**src/tcm_pkg.sv**
```systemverilog
package tcm_pkg;

    // ------------------------------------------------------------------
    // Sizes
    // ------------------------------------------------------------------
    localparam int unsigned NUM_MODULES  = 6;
    localparam int unsigned NUM_COUNTERS = 2;
    localparam int unsigned CNT_W        = 16;
    localparam int unsigned ADDR_W       = 8;
    localparam int unsigned DATA_W       = 32;

    // ------------------------------------------------------------------
    // Register byte offsets
    // ------------------------------------------------------------------
    localparam logic [ADDR_W-1:0] MODE_CFG_BASE   = 8'h00;  // Six words, 0x00..0x14
    localparam logic [ADDR_W-1:0] STATUS_OFFS     = 8'h18;
    localparam logic [ADDR_W-1:0] IRQ_MASK_OFFS   = 8'h1c;
    localparam logic [ADDR_W-1:0] CTRL_OFFS       = 8'h20;
    localparam logic [ADDR_W-1:0] FLAG_SET_OFFS   = 8'h24;

    // ------------------------------------------------------------------
    // Mode register fields
    // ------------------------------------------------------------------
    localparam int unsigned MODE_IRQ_EN_BIT   = 7;
    localparam int unsigned MODE_COMP_EN_BIT  = 6;
    localparam int unsigned MODE_CAP_RISE_BIT = 5;
    localparam int unsigned MODE_CAP_FALL_BIT = 4;
    localparam int unsigned MODE_MATCH_BIT    = 3;
    localparam int unsigned MODE_TOGGLE_BIT   = 2;
    localparam int unsigned MODE_PWM_HI       = 1;
    localparam int unsigned MODE_PWM_LO       = 0;
    localparam logic [7:0]  MODE_RESET        = 8'h00;

    // PWM field encodings
    localparam logic [1:0] PWM_OFF        = 2'h0;
    localparam logic [1:0] PWM_FIXED8     = 2'h1;
    localparam logic [1:0] PWM_PROG8      = 2'h2;
    localparam logic [1:0] PWM_FIXED_WIDE = 2'h3;

    // ------------------------------------------------------------------
    // Status / mask layout: module flags and overflow flags interleaved
    // ------------------------------------------------------------------
    localparam int unsigned STAT_OVF0_BIT = 3;
    localparam int unsigned STAT_OVF1_BIT = 7;
    localparam logic [7:0]  STATUS_RESET  = 8'h00;
    localparam logic [7:0]  MASK_RESET    = 8'hff;
    localparam logic [7:0]  OVF_BITS      = 8'h88;

    // Control register fields, one nibble per counter
    localparam int unsigned CTRL_OVF_IRQ_EN_BIT = 0;
    localparam int unsigned CTRL_TEN_BIT_BIT    = 1;
    localparam int unsigned CTRL_STRIDE         = 4;
    localparam logic [7:0]  CTRL_RESET          = 8'h00;

    // AXI responses
    localparam logic [1:0] RESP_OKAY   = 2'h0;
    localparam logic [1:0] RESP_SLVERR = 2'h2;

    // Decoded PWM function of a module
    typedef enum logic [2:0] {
        TCM_PWM_NONE    = 3'b000,
        TCM_PWM_FIXED8  = 3'b001,
        TCM_PWM_PROG8   = 3'b010,
        TCM_PWM_FIXED10 = 3'b011,
        TCM_PWM_FIXED16 = 3'b100
    } tcm_pwm_kind_t;

endpackage : tcm_pkg

```
**src/tcm_mode_irq_merge.sv**
```systemverilog
`timescale 1ns/100ps
`default_nettype none

module tcm_mode_irq_merge
    import tcm_pkg::*;
(
    // Clock and reset
    input  wire logic                               aclk,
    input  wire logic                               aresetn,
    // AXI4-Lite write address
    input  wire logic [ADDR_W-1:0]                  s_axi_awaddr,
    input  wire logic                               s_axi_awvalid,
    output logic                                    s_axi_awready,
    // AXI4-Lite write data
    input  wire logic [DATA_W-1:0]                  s_axi_wdata,
    input  wire logic [DATA_W/8-1:0]                s_axi_wstrb,
    input  wire logic                               s_axi_wvalid,
    output logic                                    s_axi_wready,
    // AXI4-Lite write response
    output logic [1:0]                              s_axi_bresp,
    output logic                                    s_axi_bvalid,
    input  wire logic                               s_axi_bready,
    // AXI4-Lite read address
    input  wire logic [ADDR_W-1:0]                  s_axi_araddr,
    input  wire logic                               s_axi_arvalid,
    output logic                                    s_axi_arready,
    // AXI4-Lite read data
    output logic [DATA_W-1:0]                       s_axi_rdata,
    output logic [1:0]                              s_axi_rresp,
    output logic                                    s_axi_rvalid,
    input  wire logic                               s_axi_rready,
    // Counter array values and rollover pulses
    input  wire logic [NUM_COUNTERS-1:0][CNT_W-1:0] counter_value,
    input  wire logic [NUM_COUNTERS-1:0]            counter_rollover,
    // Per-module compare values and PWM waveform from the PWM engines
    input  wire logic [NUM_MODULES-1:0][CNT_W-1:0]  module_compare_value,
    input  wire logic [NUM_MODULES-1:0]             module_pwm_level,
    // Module pins
    input  wire logic [NUM_MODULES-1:0]             module_io_pin_in,
    output logic [NUM_MODULES-1:0]                  module_io_pin_out,
    output logic [NUM_MODULES-1:0]                  module_io_pin_oe,
    // Capture results and decoded PWM kind
    output logic [NUM_MODULES-1:0][CNT_W-1:0]       module_capture_value,
    output tcm_pwm_kind_t [NUM_MODULES-1:0]         module_pwm_kind,
    // Merged interrupt
    output logic                                    counter_array_irq
);

    // ------------------------------------------------------------------
    // Helpers
    // ------------------------------------------------------------------

    // Word index of a byte address (drops the two lane bits)
    function automatic logic [ADDR_W-3:0] word_index(input logic [ADDR_W-1:0] addr);
        word_index = addr[ADDR_W-1:2];
    endfunction : word_index

    // Status bit position of a module flag
    function automatic int unsigned flag_pos(input int unsigned m);
        flag_pos = (m < 3) ? m : m + 1;
    endfunction : flag_pos

    // Counter that serves a module: modules 0..2 on counter 0, 3..5 on counter 1
    function automatic int unsigned counter_of(input int unsigned m);
        counter_of = (m < 3) ? 0 : 1;
    endfunction : counter_of

    // ------------------------------------------------------------------
    // Storage
    // ------------------------------------------------------------------
    logic [NUM_MODULES-1:0][7:0] mode_cfg_reg;
    logic [7:0]                  status_reg;
    logic [7:0]                  irq_mask_reg;
    logic [7:0]                  ctrl_reg;
    logic [NUM_MODULES-1:0]      pin_prev_reg;
    logic [NUM_MODULES-1:0]      toggle_out_reg;
    logic [NUM_MODULES-1:0][CNT_W-1:0] capture_reg;
    logic                        irq_reg;

    // AXI holding state
    logic                        aw_held_reg;
    logic [ADDR_W-1:0]           aw_addr_reg;
    logic                        w_held_reg;
    logic [DATA_W-1:0]           w_data_reg;
    logic                        w_strb0_reg;
    logic                        bvalid_reg;
    logic [1:0]                  bresp_reg;
    logic                        rvalid_reg;
    logic [1:0]                  rresp_reg;
    logic [DATA_W-1:0]           rdata_reg;

    // Write strobes decoded from the committed write
    logic                        wr_fire;
    logic [ADDR_W-3:0]           wr_idx;
    logic                        wr_hit;
    logic [7:0]                  wr_byte;
    logic [7:0]                  status_clr;
    logic [7:0]                  status_set;
    logic [7:0]                  status_next;
    logic [7:0]                  irq_gate;

    // ------------------------------------------------------------------
    // AXI4-Lite write channels
    // ------------------------------------------------------------------

    // Address and data are taken in either order; no new ones while a response waits
    assign s_axi_awready = !aw_held_reg && !bvalid_reg;
    assign s_axi_wready  = !w_held_reg && !bvalid_reg;
    assign s_axi_bvalid  = bvalid_reg;
    assign s_axi_bresp   = bresp_reg;

    // Write address holding
    always_ff @(posedge aclk) begin
        if (!aresetn) begin
            aw_held_reg <= 1'b0;
            aw_addr_reg <= '0;
        end else if (wr_fire) begin
            aw_held_reg <= 1'b0;
        end else if (s_axi_awvalid && s_axi_awready) begin
            aw_held_reg <= 1'b1;
            aw_addr_reg <= s_axi_awaddr;
        end
    end

    // Write data holding; only the low lane carries register bits
    always_ff @(posedge aclk) begin
        if (!aresetn) begin
            w_held_reg  <= 1'b0;
            w_data_reg  <= '0;
            w_strb0_reg <= 1'b0;
        end else if (wr_fire) begin
            w_held_reg <= 1'b0;
        end else if (s_axi_wvalid && s_axi_wready) begin
            w_held_reg  <= 1'b1;
            w_data_reg  <= s_axi_wdata;
            w_strb0_reg <= s_axi_wstrb[0];
        end
    end

    // Commit once both halves are held
    assign wr_fire = aw_held_reg && w_held_reg;
    assign wr_idx  = word_index(aw_addr_reg);
    assign wr_byte = w_data_reg[7:0];
    assign wr_hit  = (wr_idx < word_index(MODE_CFG_BASE) + NUM_MODULES[ADDR_W-3:0])
                  || (wr_idx == word_index(STATUS_OFFS))
                  || (wr_idx == word_index(IRQ_MASK_OFFS))
                  || (wr_idx == word_index(CTRL_OFFS))
                  || (wr_idx == word_index(FLAG_SET_OFFS));

    // Write response, unmapped addresses answer SLVERR
    always_ff @(posedge aclk) begin
        if (!aresetn) begin
            bvalid_reg <= 1'b0;
            bresp_reg  <= RESP_OKAY;
        end else if (wr_fire) begin
            bvalid_reg <= 1'b1;
            bresp_reg  <= wr_hit ? RESP_OKAY : RESP_SLVERR;
        end else if (s_axi_bready) begin
            bvalid_reg <= 1'b0;
        end
    end

    // ------------------------------------------------------------------
    // Software-written registers
    // ------------------------------------------------------------------

    // Mode registers; zero means the module does nothing
    always_ff @(posedge aclk) begin
        if (!aresetn) begin
            mode_cfg_reg <= {NUM_MODULES{MODE_RESET}};
        end else if (wr_fire && w_strb0_reg
                     && wr_idx < word_index(MODE_CFG_BASE) + NUM_MODULES[ADDR_W-3:0]) begin
            mode_cfg_reg[wr_idx[2:0]] <= wr_byte;
        end
    end

    // Interrupt mask and counter control
    always_ff @(posedge aclk) begin
        if (!aresetn) begin
            irq_mask_reg <= MASK_RESET;
            ctrl_reg     <= CTRL_RESET;
        end else if (wr_fire && w_strb0_reg) begin
            if (wr_idx == word_index(IRQ_MASK_OFFS)) begin
                irq_mask_reg <= wr_byte;
            end
            if (wr_idx == word_index(CTRL_OFFS)) begin
                ctrl_reg <= wr_byte;
            end
        end
    end

    // ------------------------------------------------------------------
    // Per-module capture, compare and pin logic
    // ------------------------------------------------------------------
    logic [NUM_MODULES-1:0] module_event;

    // Pin history for edge detection; inputs are already synchronous
    always_ff @(posedge aclk) begin
        if (!aresetn) begin
            pin_prev_reg <= '0;
        end else begin
            pin_prev_reg <= module_io_pin_in;
        end
    end

    generate
        for (genvar m = 0; m < NUM_MODULES; m++) begin : g_module
            localparam int unsigned CNT = counter_of(m);
            logic [7:0] mode;
            logic       rise;
            logic       fall;
            logic       match;
            logic       capture;
            logic       pwm_on;
            logic       wide10;

            assign mode = mode_cfg_reg[m];
            assign rise = module_io_pin_in[m] && !pin_prev_reg[m];
            assign fall = !module_io_pin_in[m] && pin_prev_reg[m];
            // Comparator is live only with its enable bit
            assign match = mode[MODE_COMP_EN_BIT]
                        && (counter_value[CNT] == module_compare_value[m]);
            // Either edge bit, or both for transition capture
            assign capture = (mode[MODE_CAP_RISE_BIT] && rise)
                          || (mode[MODE_CAP_FALL_BIT] && fall);
            assign module_event[m] = capture
                                  || (match && mode[MODE_MATCH_BIT]);

            // Full 16-bit counter snapshot on a capture edge
            always_ff @(posedge aclk) begin
                if (!aresetn) begin
                    capture_reg[m] <= '0;
                end else if (capture) begin
                    capture_reg[m] <= counter_value[CNT];
                end
            end

            // Toggle output flips on every match while toggle is selected
            always_ff @(posedge aclk) begin
                if (!aresetn) begin
                    toggle_out_reg[m] <= 1'b0;
                end else if (match && mode[MODE_TOGGLE_BIT]) begin
                    toggle_out_reg[m] <= !toggle_out_reg[m];
                end
            end

            // PWM kind; the wide setting follows the counter's ten-bit select
            assign pwm_on = (mode[MODE_PWM_HI:MODE_PWM_LO] != PWM_OFF);
            assign wide10 = ctrl_reg[CNT*CTRL_STRIDE + CTRL_TEN_BIT_BIT];
            always_comb begin
                case (mode[MODE_PWM_HI:MODE_PWM_LO])
                    PWM_FIXED8:     module_pwm_kind[m] = TCM_PWM_FIXED8;
                    PWM_PROG8:      module_pwm_kind[m] = TCM_PWM_PROG8;
                    PWM_FIXED_WIDE: module_pwm_kind[m] = wide10 ? TCM_PWM_FIXED10
                                                                : TCM_PWM_FIXED16;
                    default:        module_pwm_kind[m] = TCM_PWM_NONE;
                endcase
            end

            // PWM takes the pin over toggle; pin is released with neither
            assign module_io_pin_out[m] = pwm_on ? module_pwm_level[m]
                                                 : toggle_out_reg[m];
            assign module_io_pin_oe[m]  = pwm_on || mode[MODE_TOGGLE_BIT];
        end
    endgenerate

    assign module_capture_value = capture_reg;

    // ------------------------------------------------------------------
    // Status flags and interrupt merge
    // ------------------------------------------------------------------

    // Set terms from hardware events and from the software set register
    always_comb begin
        status_set = '0;
        for (int unsigned m = 0; m < NUM_MODULES; m++) begin
            status_set[flag_pos(m)] = module_event[m];
        end
        status_set[STAT_OVF0_BIT] = counter_rollover[0];
        status_set[STAT_OVF1_BIT] = counter_rollover[1];
        if (wr_fire && w_strb0_reg && wr_idx == word_index(FLAG_SET_OFFS)) begin
            status_set = status_set | (wr_byte & OVF_BITS);
        end
    end

    // Write-one-to-clear; a set in the same cycle wins
    assign status_clr  = (wr_fire && w_strb0_reg && wr_idx == word_index(STATUS_OFFS))
                       ? wr_byte : 8'h00;
    assign status_next = (status_reg & ~status_clr) | status_set;

    always_ff @(posedge aclk) begin
        if (!aresetn) begin
            status_reg <= STATUS_RESET;
        end else begin
            status_reg <= status_next;
        end
    end

    // Per-source enables: mode bit 7 for modules, overflow enable for counters
    always_comb begin
        irq_gate = '0;
        for (int unsigned m = 0; m < NUM_MODULES; m++) begin
            irq_gate[flag_pos(m)] = mode_cfg_reg[m][MODE_IRQ_EN_BIT];
        end
        irq_gate[STAT_OVF0_BIT] = ctrl_reg[CTRL_OVF_IRQ_EN_BIT];
        irq_gate[STAT_OVF1_BIT] = ctrl_reg[CTRL_STRIDE + CTRL_OVF_IRQ_EN_BIT];
    end

    // All eight sources ORed; level follows the flags for as long as they stand
    always_ff @(posedge aclk) begin
        if (!aresetn) begin
            irq_reg <= 1'b0;
        end else begin
            irq_reg <= |(status_next & irq_gate & irq_mask_reg);
        end
    end
    assign counter_array_irq = irq_reg;

    // ------------------------------------------------------------------
    // AXI4-Lite read channels
    // ------------------------------------------------------------------
    logic [ADDR_W-3:0] rd_idx;
    logic [7:0]        rd_byte;
    logic              rd_hit;

    assign s_axi_arready = !rvalid_reg;
    assign s_axi_rvalid  = rvalid_reg;
    assign s_axi_rdata   = rdata_reg;
    assign s_axi_rresp   = rresp_reg;
    assign rd_idx        = word_index(s_axi_araddr);

    // Read decode; status shows all flags so the handler can pick its sources
    always_comb begin
        rd_byte = 8'h00;
        rd_hit  = 1'b1;
        if (rd_idx < word_index(MODE_CFG_BASE) + NUM_MODULES[ADDR_W-3:0]) begin
            rd_byte = mode_cfg_reg[rd_idx[2:0]];
        end else if (rd_idx == word_index(STATUS_OFFS)) begin
            rd_byte = status_reg;
        end else if (rd_idx == word_index(IRQ_MASK_OFFS)) begin
            rd_byte = irq_mask_reg;
        end else if (rd_idx == word_index(CTRL_OFFS)) begin
            rd_byte = ctrl_reg;
        end else if (rd_idx == word_index(FLAG_SET_OFFS)) begin
            rd_byte = 8'h00;                                                  // Write-only
        end else begin
            rd_hit = 1'b0;
        end
    end

    // Read response one cycle after the address is taken
    always_ff @(posedge aclk) begin
        if (!aresetn) begin
            rvalid_reg <= 1'b0;
            rresp_reg  <= RESP_OKAY;
            rdata_reg  <= '0;
        end else if (s_axi_arvalid && s_axi_arready) begin
            rvalid_reg <= 1'b1;
            rresp_reg  <= rd_hit ? RESP_OKAY : RESP_SLVERR;
            rdata_reg  <= {{(DATA_W-8){1'b0}}, rd_byte};
        end else if (s_axi_rready) begin
            rvalid_reg <= 1'b0;
        end
    end

endmodule : tcm_mode_irq_merge

`default_nettype wire

```
**config.mk**
```make
export PLATFORM = sky130hd
export DESIGN_NAME = tcm_mode_irq_merge
export DESIGN_NICKNAME = d
export VERILOG_FILES = /design/src/tcm_pkg.sv /design/src/tcm_mode_irq_merge.sv
export SDC_FILE = /design/constraint.sdc
export NUM_CORES = 1
export LEC_CHECK = 0
export BUFFER_PORTS_ARGS = -buffer_cell sky130_fd_sc_hd__buf_2
export CAP_MARGIN = 0
export CORE_MARGIN = 10
export CORE_UTILIZATION = 45
export DETAILED_ROUTE_END_ITERATION = 7
export MAX_ROUTING_LAYER = met4
export PLACE_DENSITY = 0.81
export REMOVE_ABC_BUFFERS = 1
export SLEW_MARGIN = 20
export SYNTH_ARGS = -nofsm -noshare
export SYNTH_HDL_FRONTEND = slang
export SYNTH_SLANG_ARGS = --single-unit
```
**constraint.sdc**
```tcl
create_clock -name aclk -period 1.95 [get_ports aclk]
set_input_delay 0.4875 -clock aclk [delete_from_list [all_inputs] [get_ports aclk]]
set_output_delay 0.4875 -clock aclk [all_outputs]
set_load 0.02 [all_outputs]
```
==> tab_implementation.tex <==
\begin{tabular}{lr}
\hline
Metric & Value \\
\hline
\multicolumn{2}{l}{\textbf{CTS}} \\
TritonCTS clock tree & yes \\
CTS Buffer Depth & 3 \\
Master cell of the clock root buffer & clkbuf\_16 \\
Post-CTS clock slew at the launch and capture registers of the worst setup and hold paths & 0.06 ns \\
Clock H-tree levels & 1 \\
\# hold bufs at CTS & 0 \\
Clock sink count & 210 \\
Number of buffers added by the clock tree synthesis step & 23 \\
Source-to-sink clock delay at the later pin of the worst-skew pair & approximately 0.51 ns \\
\multicolumn{2}{l}{\textbf{Floorplanning}} \\
Die Ht & 169.5 um \\
Area of the placeable core & around 0.022 mm\^{}2 \\
Horizontal die dimension & around 170 um \\
Area of the die & approximately 0.029 mm\^{}2 \\
Initial core utilization & 0.4592 \\
Total I/O pin count & between 300 and 400 \\
Placement Rows & 54 \\
\multicolumn{2}{l}{\textbf{Critical path}} \\
Worst Setup End Kind & primary output \\
Highest fanout seen on the critical path & 2 \\
Setup Crit Path Kind & flip-flop to primary output \\
Data required time at the worst endpoint & between 1 and 1.5 ns \\
Worst EP arrival & roughly 1.5 ns \\
Critical path launch point type & flip-flop \\
\multicolumn{2}{l}{\textbf{Finish}} \\
Max reg flops & 96 \\
Most common cell after layout, fill and taps aside & buf\_2 \\
Fraction of layout cells with a size suffix above 1 & 0.3484 \\
Synth-to-Final Area Change & 32.55\% \\
Final \#Nets & approximately 1700 \\
Commonest non-fill, non-tap cells in the layout & 303 x buf\_2, 197 x dfxtp\_1, 164 x nor2\_1, 159 x mux2i\_1, 105 x buf\_4 \\
\multicolumn{2}{l}{\textbf{Route}} \\
DRC viols & 0 \\
Max Used Layer & met4 \\
Wire length after detailed routing & $\sim$35000 um \\
Vias post-DR & about 9300 \\
Number of detailed-route iterations in the first pass & 5 \\
Antenna-violating nets left & 0 \\
Met1 layer wirelength in the final routing & between 10000 and 15000 um \\
Average vias per placed instance & about 5.3 \\
Wire length per cell & around 20 um \\
Met3 wirelength from detailed routing & roughly 2600 um \\
Number of DRC markers in iteration 0 & roughly 680 \\
Met2 Routed Length & approximately 17000 um \\
\multicolumn{2}{l}{\textbf{Global route}} \\
Vias in the first global route & just over 9000 \\
Wire length of the first global-routing pass & roughly 52000 um \\
Remaining global-route overflow & 0 \\
Overall fraction of global-route tracks in use & 0.2317 \\
Maximum number of pins on one net before global-route repair & between 50 and 60 \\
Initial antenna violation count & 7 \\
\multicolumn{2}{l}{\textbf{Synth}} \\
Cell types occupying the most area after synthesis & dfxtp\_1 42\%, mux2i\_1 16\%, nor2\_1 6.3\% \\
Post-synth top flop & dfxtp\_1 \\
Portion of synthesized cell area occupied by the leading cell type & 0.4182 \\
Syn Inst Count & $\sim$1100 \\
Library cell with the largest summed area after synthesis & dfxtp\_1 \\
Number of enable-type register cells in the synthesized netlist & 0 \\
Count of warnings emitted by yosys & 0 \\
Sequential cell area fraction in the yosys report & 0.4182 \\
Synth async-reset ratio & 0 \\
Average cell area after synthesis & about 9.1 um\^{}2 \\
Number of distinct library cells after synthesis & 56 \\
Summed instance area of the synthesized netlist & around 0.01 mm\^{}2 \\
Count of state elements after synthesis & 210 \\
\multicolumn{2}{l}{\textbf{Timing}} \\
Setup-violating endpoint count in the final report & 2 \\
Setup skew after layout & about 0.019 ns \\
Time the worst path needs with I/O delays and setup & roughly 2.0 ns \\
Max-slew violations & 0 \\
RSZ-0062 raised after global routing & true \\
Peak clock frequency supported by timing & 497.8 MHz \\
Post-layout worst setup margin & -0.05880 ns \\
Period utilisation layout & 1.030 \\
Worst hold-check slack & 0.1627 ns \\
Final Hold Vio Count & 0 \\
\multicolumn{2}{l}{\textbf{Placement}} \\
GP Congestion & $\sim$1 \\
Post-detailed-placement half-perimeter wirelength & around 26000 um \\
Total of buffers placed on input and output ports & slightly above 300 \\
\multicolumn{2}{l}{\textbf{Power and ir drop}} \\
Pwr per Cell Area & between 700 and 800 mW/mm\^{}2 \\
Total power draw & $\sim$10 mW \\
Peak supply drop & between 800 and 900 uV \\
Static Leakage & about 5.8 nW \\
\multicolumn{2}{l}{\textbf{Min path}} \\
Hold/Removal Path Class & primary input to flip-flop \\
\multicolumn{2}{l}{\textbf{Outcome}} \\
Outcome & complete, but fails checks \\
Failing checks & negative setup slack \\
\multicolumn{2}{l}{\textbf{Run}} \\
Maximum capacitance violations & 0 \\
\hline
\end{tabular}
[cells in the mapped netlist, drive strengths merged, types with 11 or more instances]
cell type	number
nand2	94
and2	18
xnor2	46
a21oi	36
buf	51
nor4	11
clkbuf	66
mux2i	159
xor2	55
nand4	19
nor3	14
nor2	171
o21ai	19
inv	21
a21boi	13
dfxtp	210
[worst max-delay path, stage by stage (launching register included)]
cell and delay, ns:
dfxtp_2 0.34, nor2_4 0.20, mux2_4 0.34, buf_6 0.13
[kinds of logic (layout without fill, tap and decap cells)]
| kind of cell | count (synthesis) | in the layout | share of synthesized area |
|---|---|---|---|
| other cells | 1 | 33 | 0.0003731 |
| buf+inv | 138 | 483 | 0.06721 |
| compound gates | 110 | 110 | 0.07020 |
| xor+xnor | 101 | 101 | 0.08800 |
| mux | 173 | 173 | 0.1830 |
| simple gates | 375 | 375 | 0.1730 |
| flops | 210 | 210 | 0.4182 |
[what timing repair did]
item / 4_1_cts / 5_1_grt
setup buffers: 7 / 2
pin swaps: 3 / 6
setup endpoints to repair: 11 / 23
gates resized for setup: 49 / 19
[worst paths after layout]
kind	start	end	slack, ns	depth (start not counted)
setup reg to reg	w_strb0_reg	counter_array_irq	0.06	7
hold / removal	s_axi_rready	s_axi_rvalid	0.16	2
hold reg to reg	ctrl_reg[7]	ctrl_reg[7]	0.45	2
setup / recovery	g_module[3].mode[1]	module_io_pin_out[3]	-0.06	3
[power by group]
part           switching, mW  internal, mW  leakage, nW
Clock                   1.76          2.57        0.368
Combinational          0.596         0.456         3.77
Sequential            0.0423          4.33         1.71
Total                   2.40          7.36         5.85
[metal layers]
metal  GRT usage  up-vias
met5           -        -
met2      0.3914      382
met3     0.04145       63
li1            -     4418
met1      0.2723     4421
met4     0.07955        0
[per-stage QoR]
stage	setup TNS [ns]	utilization	cell area (um^2)	instances	setup WS, ns
final	-0.1012	0.6087	13320	1765	-0.05880
after detailed placement	-1.047	0.5623	12310	1710	-0.3347
after global placement	-1.182	0.5623	12310	1710	-0.3646
after global routing	-0.2007	0.6087	13320	1765	-0.06868
after floorplan	-257.58	-	9549	1016	-1.428
after CTS	-0.1018	0.6045	13230	1756	-0.05204
[layout make-up]
cell class,instances,area (um^2)
Fill cell,1834,8567
Clock inverter,9,101.3
Multi-Input combinational cell,785,5374
Antenna cell,7,17.52
Tap cell,280,350.3
Clock buffer,30,641.9
Sequential cell,210,4240
Timing Repair Buffer,423,2517
Inverter,21,81.33
No activity file was read; power rests on OpenSTA's default activity.
